==> config.mk <==
export PLATFORM = sky130hd
export DESIGN_NAME = fosr_status
export DESIGN_NICKNAME = d
export VERILOG_FILES = /design/src/verilog/fosr_pkg.sv /design/src/verilog/fosr_status.sv
export SDC_FILE = /design/constraint.sdc
export NUM_CORES = 1
export LEC_CHECK = 0
export BUFFER_PORTS_ARGS = -buffer_cell sky130_fd_sc_hd__buf_2
export CAP_MARGIN = 20
export CORE_MARGIN = 2
export CORE_UTILIZATION = 31
export CTS_BUF_LIST = sky130_fd_sc_hd__clkbuf_8
export DETAILED_ROUTE_END_ITERATION = 8
export MAX_ROUTING_LAYER = met4
export PLACE_DENSITY = 0.58
export SLEW_MARGIN = 25
export SYNTH_ARGS = -nofsm -noshare
export SYNTH_HDL_FRONTEND = slang
export SYNTH_SLANG_ARGS = --single-unit
==> constraint.sdc <==
create_clock -name clk -period 1.8 [get_ports clk]
set_input_delay 0.09 -clock clk [delete_from_list [all_inputs] [get_ports clk]]
set_output_delay 0.09 -clock clk [all_outputs]
set_load 0.01 [all_outputs]
==> src/verilog/fosr_pkg.sv <==
// Package for the flash operation status register: bit positions, codes, carriers
package fosr_pkg;
  // Status bit positions
  localparam int unsigned BIT_READY = 7;
  localparam int unsigned BIT_ERS_SUSP = 6;
  localparam int unsigned BIT_ERS_FAIL = 5;
  localparam int unsigned BIT_PGM_FAIL = 4;
  localparam int unsigned BIT_SUPPLY_FAULT = 3;
  localparam int unsigned BIT_PGM_SUSP = 2;
  localparam int unsigned BIT_PROT_VIOL = 1;
  localparam int unsigned BIT_RESERVED = 0;
  localparam int unsigned STATUS_W = 8;
  localparam logic [7:0] STATUS_RESET = 8'h80;
  localparam logic RESERVED_VALUE = 1'b0;

  // Command events, delivered by the command decoder as one-cycle strobes
  typedef struct packed {
    logic clear_status;
    logic start_program;
    logic start_erase;
    logic suspend;
    logic resume;
  } fosr_cmd_t;

  // Outcome reports from the program/erase algorithm, one-cycle strobes
  typedef struct packed {
    logic done;
    logic verify_fail;
    logic paused;
  } fosr_alg_t;

  typedef enum logic [3:0] {
    FOSR_IDLE = 4'b0001,
    FOSR_PGM = 4'b0010,
    FOSR_ERS = 4'b0100,
    FOSR_SUSP = 4'b1000
  } fosr_state_t;

  typedef struct packed {
    fosr_state_t st;
    logic susp_req;
    logic susp_is_erase;
    logic pgm_in_erase;
    logic ers_susp;
    logic ers_fail;
    logic pgm_fail;
    logic supply_fault;
    logic pgm_susp;
    logic prot_viol;
    logic [7:0] rd_data;
    logic vpp_s1;
    logic vpp_s2;
  } fosr_regs_t;
endpackage : fosr_pkg

==> src/verilog/fosr_status.sv <==
// Flash operation status register with its program/erase tracking state
`timescale 1ns/1ps
`default_nettype none
module fosr_status
  import fosr_pkg::*;
(
  // Clock and reset
  input wire logic clk,
  input wire logic rst_b,
  input wire logic clk_en,
  // Command decoder strobes
  input wire fosr_pkg::fosr_cmd_t cmd,
  input wire logic target_protected,
  // Fast programming supply comparator, asynchronous pin level
  input wire logic supply_ok_pin,
  // Program/erase algorithm handshake
  input wire fosr_pkg::fosr_alg_t alg,
  output logic alg_run,
  output logic alg_erase,
  output logic alg_pause_req,
  // Read path
  input wire logic status_read,
  output logic [7:0] data_io_low_byte,
  output logic [7:0] operation_status
);
  import fosr_pkg::*;

  fosr_regs_t r_q;
  fosr_regs_t r_d;
  logic errors_set;
  logic supply_ok;
  logic busy;
  logic [7:0] status;

  // ----------------------------------------------------------------
  // Elaboration checks
  // ----------------------------------------------------------------
  // A named bit outside the byte would silently vanish from every read
  if (BIT_READY >= STATUS_W || BIT_RESERVED >= STATUS_W)
  begin : g_bad_layout
    $error("status bit positions exceed the status width");
  end
  if (STATUS_W != $bits(operation_status))
  begin : g_bad_width
    $error("status width does not match the status ports");
  end

  // ----------------------------------------------------------------
  // Decoding helpers
  // ----------------------------------------------------------------
  // Controller counts as active only while it runs a program or an erase
  function automatic logic state_busy(input fosr_state_t s);
    state_busy = (s == FOSR_PGM) || (s == FOSR_ERS);
  endfunction : state_busy

  // From idle or suspend, starts are refused only while a program sits suspended; busy states ignore them
  function automatic logic start_allowed(input fosr_state_t s, input logic susp_erase);
    start_allowed = !(s == FOSR_SUSP && !susp_erase);
  endfunction : start_allowed

  // Any sticky error that would make a new operation read as failed
  function automatic logic any_error(input fosr_regs_t r);
    any_error = r.ers_fail | r.pgm_fail | r.supply_fault | r.prot_viol;
  endfunction : any_error

  // ----------------------------------------------------------------
  // Status assembly
  // ----------------------------------------------------------------
  assign errors_set = any_error(r_q);
  assign supply_ok = r_q.vpp_s2;
  assign busy = state_busy(r_q.st);

  always_comb
  begin
    status = '0;
    status[BIT_READY] = ~busy;
    status[BIT_ERS_SUSP] = r_q.ers_susp;
    status[BIT_ERS_FAIL] = r_q.ers_fail;
    status[BIT_PGM_FAIL] = r_q.pgm_fail;
    status[BIT_SUPPLY_FAULT] = r_q.supply_fault;
    status[BIT_PGM_SUSP] = r_q.pgm_susp;
    status[BIT_PROT_VIOL] = r_q.prot_viol;
    status[BIT_RESERVED] = RESERVED_VALUE;
  end

  // ----------------------------------------------------------------
  // Outputs
  // ----------------------------------------------------------------
  assign operation_status = status;
  // Latched on each read strobe; no address takes part
  assign data_io_low_byte = r_q.rd_data;
  // Handshake outputs decode straight from the state register
  assign alg_run = busy;
  assign alg_erase = (r_q.st == FOSR_ERS);
  assign alg_pause_req = r_q.susp_req;

  // ----------------------------------------------------------------
  // Next state
  // ----------------------------------------------------------------
  always_comb
  begin
    r_d = r_q;
    // Two flops on the pin; only the second one feeds any logic
    r_d.vpp_s1 = supply_ok_pin;
    r_d.vpp_s2 = r_q.vpp_s1;
    if (cmd.clear_status)
    begin
      // Ready and suspend bits are left alone
      r_d.ers_fail = 1'b0;
      r_d.pgm_fail = 1'b0;
      r_d.supply_fault = 1'b0;
      r_d.prot_viol = 1'b0;
    end
    // Set terms come after the clear, so a set in the same cycle wins
    case (r_q.st)
      FOSR_IDLE, FOSR_SUSP:
      begin
        if ((cmd.start_program || cmd.start_erase) && start_allowed(r_q.st, r_q.susp_is_erase))
        begin
          // Leftover errors not cleared in the same cycle make the new operation read as failed; only a
          // fresh start checks the supply, never mid-operation
          if (!supply_ok)
            r_d.supply_fault = 1'b1;
          else if (target_protected)
            r_d.prot_viol = 1'b1;
          else if (errors_set && !cmd.clear_status)
          begin
            if (cmd.start_program)
              r_d.pgm_fail = 1'b1;
            else
              r_d.ers_fail = 1'b1;
          end
          else
          begin
            r_d.st = cmd.start_program ? FOSR_PGM : FOSR_ERS;
            r_d.pgm_in_erase = (r_q.st == FOSR_SUSP);
            r_d.susp_req = 1'b0;
          end
        end
        else if (cmd.resume && r_q.st == FOSR_SUSP)
        begin
          r_d.st = r_q.susp_is_erase ? FOSR_ERS : FOSR_PGM;
          r_d.ers_susp = 1'b0;
          r_d.pgm_susp = 1'b0;
        end
      end
      FOSR_PGM, FOSR_ERS:
      begin
        if (cmd.suspend)
          r_d.susp_req = 1'b1;
        // Results land in the same edge that raises ready
        if (alg.done)
        begin
          r_d.susp_req = 1'b0;
          if (alg.verify_fail)
          begin
            if (r_q.st == FOSR_PGM)
              r_d.pgm_fail = 1'b1;
            else
              r_d.ers_fail = 1'b1;
          end
          // A program run inside a suspended erase returns to that suspend
          r_d.st = r_q.pgm_in_erase ? FOSR_SUSP : FOSR_IDLE;
          r_d.pgm_in_erase = 1'b0;
        end
        else if (alg.paused && r_q.susp_req && !r_q.pgm_in_erase)
        begin
          r_d.susp_req = 1'b0;
          r_d.st = FOSR_SUSP;
          r_d.susp_is_erase = (r_q.st == FOSR_ERS);
          r_d.ers_susp = (r_q.st == FOSR_ERS);
          r_d.pgm_susp = (r_q.st == FOSR_PGM);
        end
      end
      default:
      begin
        // Illegal codes fall back to idle rather than lock up
        r_d.st = FOSR_IDLE;
      end
    endcase
    // Capture shows the status of this cycle, before the edge updates it
    if (status_read)
      r_d.rd_data = status;
  end

  // ----------------------------------------------------------------
  // State register
  // ----------------------------------------------------------------
  // A low enable freezes every bit, the supply synchroniser included
  always_ff @(posedge clk or negedge rst_b)
  begin
    if (!rst_b)
    begin
      r_q <= '{st: FOSR_IDLE, rd_data: STATUS_RESET, default: '0};
    end
    else if (clk_en)
    begin
      r_q <= r_d;
    end
  end
endmodule : fosr_status
`default_nettype wire

# Word-level counts from Yosys, hierarchy flattened
# Index checks and enable logic that the tools add are counted.
# totals
out_inout_bits	19
inputBits	14
register_bits	22
wordCells	103
# classes
eq_ne	19
n_mux	45
bitwise_logic	5
reduce_logical	21
# ops
cell	count
2-to-1 mux 1 bit	24
2-to-1 mux 5 bit	4
!= test 2 bit, second input constant	9
case mux 4 bit (2 select lines)	2
!= test 3 bit, second input constant	5
AND reduction 7 bit	2
2-to-1 mux 3 bit	4
2-to-1 mux 4 bit	3
AND reduction 6 bit	2
2-to-1 mux 2 bit	5
logical AND 1 bit	6
2-to-1 mux 6 bit	1
== test 4 x 1 -> 1 bit, second input constant	1
== test 4 x 2 -> 1 bit, second input constant	1
== test 4 x 3 -> 1 bit, second input constant	1
== test 4 bit, second input constant	1
logical NOT 1 bit	4
!= test 4 bit, second input constant	1
case mux 1 bit (2 select lines)	2
AND reduction 4 bit	1
OR reduction 2 bit	2
OR 1 bit	3
logical OR 1 bit	2
inverter 1 bit	2
2 further kinds	2

# Logic depth before layout (Yosys ltp)
# depth
ltp_word	9
depth_mapped	7

# Worst setup path before layout
# OpenSTA, ideal clock, no wires.
# synth_timing
path_type	reg2reg
startpoint	register r_q[19] (netlist bit)
endpoint	register r_q[16] (netlist bit)
setup_slack_ps	-64
t_arrival_ps	1737
required_ps	1672
path_stages_with_launch	7
n_path_buf	1
path_cell_list	dfstp_2 -> buf_6 -> xnor2_1 -> nor4_4 -> a21oi_2 -> nor4b_2 -> mux2_1
# synth_via
elab_chain_cells	6
# synth_rtl
element	line_no	text
from (decl)	fosr_status.sv:28	fosr_regs_t r_q;
from (signal assigned)	fosr_status.sv:198	r_q <= r_d;
== test 4 bit	fosr_status.sv:58, fosr_status.sv:115, fosr_status.sv:136	
2-to-1 mux 1 bit / logical AND 1 bit (equally long branches)	fosr_status.sv:126, fosr_status.sv:58	
2-to-1 mux 1 bit / logical NOT 1 bit (equally long branches)	fosr_status.sv:124, fosr_status.sv:58	
2-to-1 mux 1 bit / logical AND 1 bit (equally long branches)	fosr_status.sv:122, fosr_status.sv:118	
2-to-1 mux 1 bit / != test 2 bit (equally long branches)	-	
case mux 4 bit (2 select lines) / AND reduction 7 bit (equally long branches)	-	
# Parallel ways exist; a longest one is shown, timed or not. The select of a mux whose other input is x is not followed.
# A chain may end at the register's enable or synchronous reset.

# Final worst setup path
# layout_timing
startpoint	register r_q[20] (netlist bit)
endpoint	register r_q (netlist bit alg_pause_req)
# layout_via
elab_chain_cells	6
# layout_rtl
element	line_no	text
== test 4 bit	fosr_status.sv:58, fosr_status.sv:115	
logical AND 1 bit	fosr_status.sv:58	start_allowed = !(s == FOSR_SUSP && !susp_erase);
logical NOT 1 bit	fosr_status.sv:58	
logical AND 1 bit	fosr_status.sv:118	if ((cmd.start_program || cmd.start_erase) && start_allowed(r_q.st, r_q.susp_is_erase))
!= test 2 bit (no line)	-	
AND reduction 7 bit (no line)	-	
# Parallel ways exist; a longest one is shown, timed or not.

==> flow_metrics.env <==
export IMPL_status="finished with violations"
export IMPL_violations="setup timing"
export IMPL_critPathKind="reg2reg"
export IMPL_setup_viol=7
export IMPL_via_per_inst=4.84
export IMPL_ant_nets=0
export IMPL_fin_area_sq_um=1800
export IMPL_wl_per_cell_um=14.0
export IMPL_seqCellArea_sq_um=556
export IMPL_firstDrtPassIters=4
export IMPL_min_from="supply_ok_pin"
export IMPL_finalClockSkew_ps=1.76
export IMPL_p_total_w=0.00260
export IMPL_max_stage_delay_ps=430
export IMPL_drive_gt1_share_pct=54.6
export IMPL_synth_seq_area_share_pct=40.6
export IMPL_cts_max_level=1
export IMPL_maxSlewViolCount=0
export IMPL_cts_tree="built"
export IMPL_critical_path_cell_chain="or2_4 > nor4_4 > a21oi_2 > buf_4 > buf_6 > o32a_1"
export IMPL_syn_inst=130
export IMPL_cts_root_buf="clkbuf_8"
export IMPL_ios=33
export IMPL_syn_cell_area_sq_um=1360
export IMPL_antenna_found_initial=0
export IMPL_nFillCells=417
export IMPL_hold_path_end="r_d[0]"
export IMPL_postPlaceCellArea_sq_um=1620
export IMPL_cts_sinks=22
export IMPL_nets=189
export IMPL_startpoint_type="flip-flop"
export IMPL_finalWorstSetupSlack_ps=-44.7
export IMPL_core_region_area_sq_um=4290
export IMPL_start_util_pct=31.8
export IMPL_drc=0
export IMPL_fin_cells=226
export IMPL_async_flop_share_pct=100
export IMPL_clock_fmax_mhz=542
export IMPL_cp_slowest_cell="dfrtp_1"
export IMPL_clk_pin_slew_ps=80
export IMPL_rsz0062_at_grt="true"
export IMPL_port_buffers=30
export IMPL_drt_iter0_markers=57
export IMPL_avgSynthCellArea_sq_um=10.5
export IMPL_worst_r2r_endpoint="alg_pause_req"
export IMPL_finalCritPeriodShare_pct=102
export IMPL_hold_violations=0
export IMPL_multi_input_area_sq_um=719
export IMPL_dpl_hpwl_um=2390
export IMPL_cp_data_required_time_ps=1960
export IMPL_min_path_cells=2
export IMPL_cp_max_fo=4
export IMPL_grt_pass1_vias=1173
export IMPL_grt_util_all_layers_pct=14.1
export IMPL_worstPathArrival_ps=2000
export IMPL_clock_latency_ps=260
export IMPL_ctsLongestPathBuffers=2
export IMPL_worstSetupEndpointType="flip-flop"
export IMPL_grt_pass1_wl_um=5460
export IMPL_postSynthRegisterBits=22
export IMPL_finalCriticalPeriod_ps=1840
export IMPL_powerDensity_nw_per_um2=1450
export IMPL_grt_overflow_total=0
export IMPL_cts_buffers=3
export IMPL_die_area_sq_um=4950
export IMPL_synth_edf_count=0
export IMPL_syn2layout_area_growth_pct=31.9
export IMPL_die_h_um=70.3
export IMPL_hp_class="in2reg"
export IMPL_leakagePower_nw=0.869
export IMPL_grt_max_degree=23
export IMPL_reg2reg_depth=6
export IMPL_core_rowCount=24
export IMPL_relSlewSlack_pct=65.7
export IMPL_routabilityCongestion=0.853
export IMPL_r2r_start="r_q[20]"
export IMPL_vdd_drop_max_mv=0.438
export IMPL_hold_slack_ps=50.8
export IMPL_worstMarginPinSlew_ps=514
export IMPL_yosys_warnings=0
export IMPL_routed_wl_um=3170
export IMPL_drv_cap=0
export IMPL_ys_types=44
export IMPL_n_antenna_cell=0
export IMPL_reg2reg_slack_ps=-40
export IMPL_place_inst=215
export IMPL_num_vias=1094
export IMPL_synth_main_ff_cell="dfrtp_1"
export IMPL_die_x_um=70.3
==> cell families (layout without fill, tap and decap cells) <==
family	count (synthesis)	in the layout	share of synthesized area, %
AND/OR/NAND/NOR	43	43	20.5
flip-flops	22	22	40.6
buffers and inverters	23	66	11.4
XOR/XNOR	2	2	1.28
multiplexers	14	14	12.7
other	1	2	0.275
AO/OA/AOI/OAI	25	25	13.4
==> area by class of cell <==
cell class	instances	area share, %
multi-input cells	86	40.0
flip-flops and latches	22	30.9
repair buffers	58	20.6
well taps	52	3.62
clock buffers	3	2.29
clock inverters	1	1.67
inverters	4	0.974
==> flip-flops by register name, summed over array words and instances (netlist names) <==
register,cells
supply_ok,1
operation_status,6
alg_pause_req,1
r_q,6
data_io_low_byte,7
r_d,1
==> through the flow <==
stage	TNS [ps]	setup slack, ps	util, %
after floorplan	-41.9	-41.9	-
after global placement	-104	-75.0	37.8
after detailed placement	-325	-69.4	37.8
after CTS	-120	-46.8	40.7
after global routing	-684	-180	41.9
final	-129	-44.7	41.9
==> timing repair <==
item,in CTS,in global routing
hold buffers,1,0
hold endpoints to repair,20,0
setup buffers,4,3
setup endpoints to repair,6,9
resized for setup,3,11
pin swaps,6,9
==> critical path, delay by kind of cell (launching register included) <==
| kind | cells | cell delay (ps) |
|---|---|---|
| AOI/OAI and AO/OA | 2 | 430 |
| buffers and inverters | 2 | 260 |
| DFF | 1 | 430 |
| and+or+nand+nor | 2 | 620 |
==> synth_stat cells, types with 2 or more instances <==
cell type,n,area (sq um)
dfrtp_1,20,500
nor3b_1,4,30.0
or2_4,2,17.5
nand3_1,2,10.0
o21ai_0,9,45.0
mux2_4,4,60.1
inv_1,3,11.3
dfstp_2,2,52.6
mux2_1,3,33.8
nor2_1,9,33.8
nor3_1,2,10.0
nand2_1,12,45.0
xnor2_1,2,17.5
nor3_4,2,32.5
buf_4,15,113
buf_2,2,10.0
nand3b_1,2,15.0
a22o_1,2,17.5
a21oi_1,2,10.0
mux2_2,7,78.8
==> where the power goes <==
part / internal [W] / switching (W) / leakage [nW]
combinational: 0.000748 / 0.000648 / 0.548
clock: 0.000297 / 0.000169 / 0.0357
sequential: 0.000631 / 0.000111 / 0.286
total: 0.00168 / 0.000928 / 0.869
==> cells in the final DEF (no fill, tap or decap), types with 2 or more instances in the layout <==
cell type and count:
mux2_1 3, nor2_1 7, nor3b_4 2, dfrtp_2 2, dfrtp_1 18, or2_4 2
buf_6 2, dfstp_2 2, nand3b_1 2, buf_2 30, mux2_4 4, a22o_1 2
o21ai_0 8, nand2_1 12, nor3b_1 3, buf_4 25, nand3_1 2, nor3_4 2
inv_1 3, conb_1 2, nor2_2 2, o21ai_1 2, a21oi_1 2, mux2_2 7
clkbuf_8 3
==> routing by layer <==
layer,part of all wire (%),GRT usage [%],up-vias
met3,4.1,2.89,4
met1,44,16.4,527
met2,51,24.7,30
li1,-,-,533
met4,1.1,3.85,0
met5,0,-,-
==> how the worst max path moves through the flow <==
| stage | from | endpoint | slack (ps) | cells past startpoint |
|---|---|---|---|---|
| 2_1_floorplan | r_q[19] | r_q[16] | -40 | 6 |
| 3_3_place_gp | r_q[22] | operation_status[2] | -70 | 6 |
| 3_5_place_dp | r_q[22] | r_q[16] | -70 | 5 |
| 4_1_cts | r_q[20] | r_q[16] | -50 | 5 |
| 5_1_grt | r_q[20] | r_q[16] | -180 | 5 |
| 6_report | r_q[20] | alg_pause_req | -40 | 6 |
Note: power is estimated with default switching activity, not from simulation.
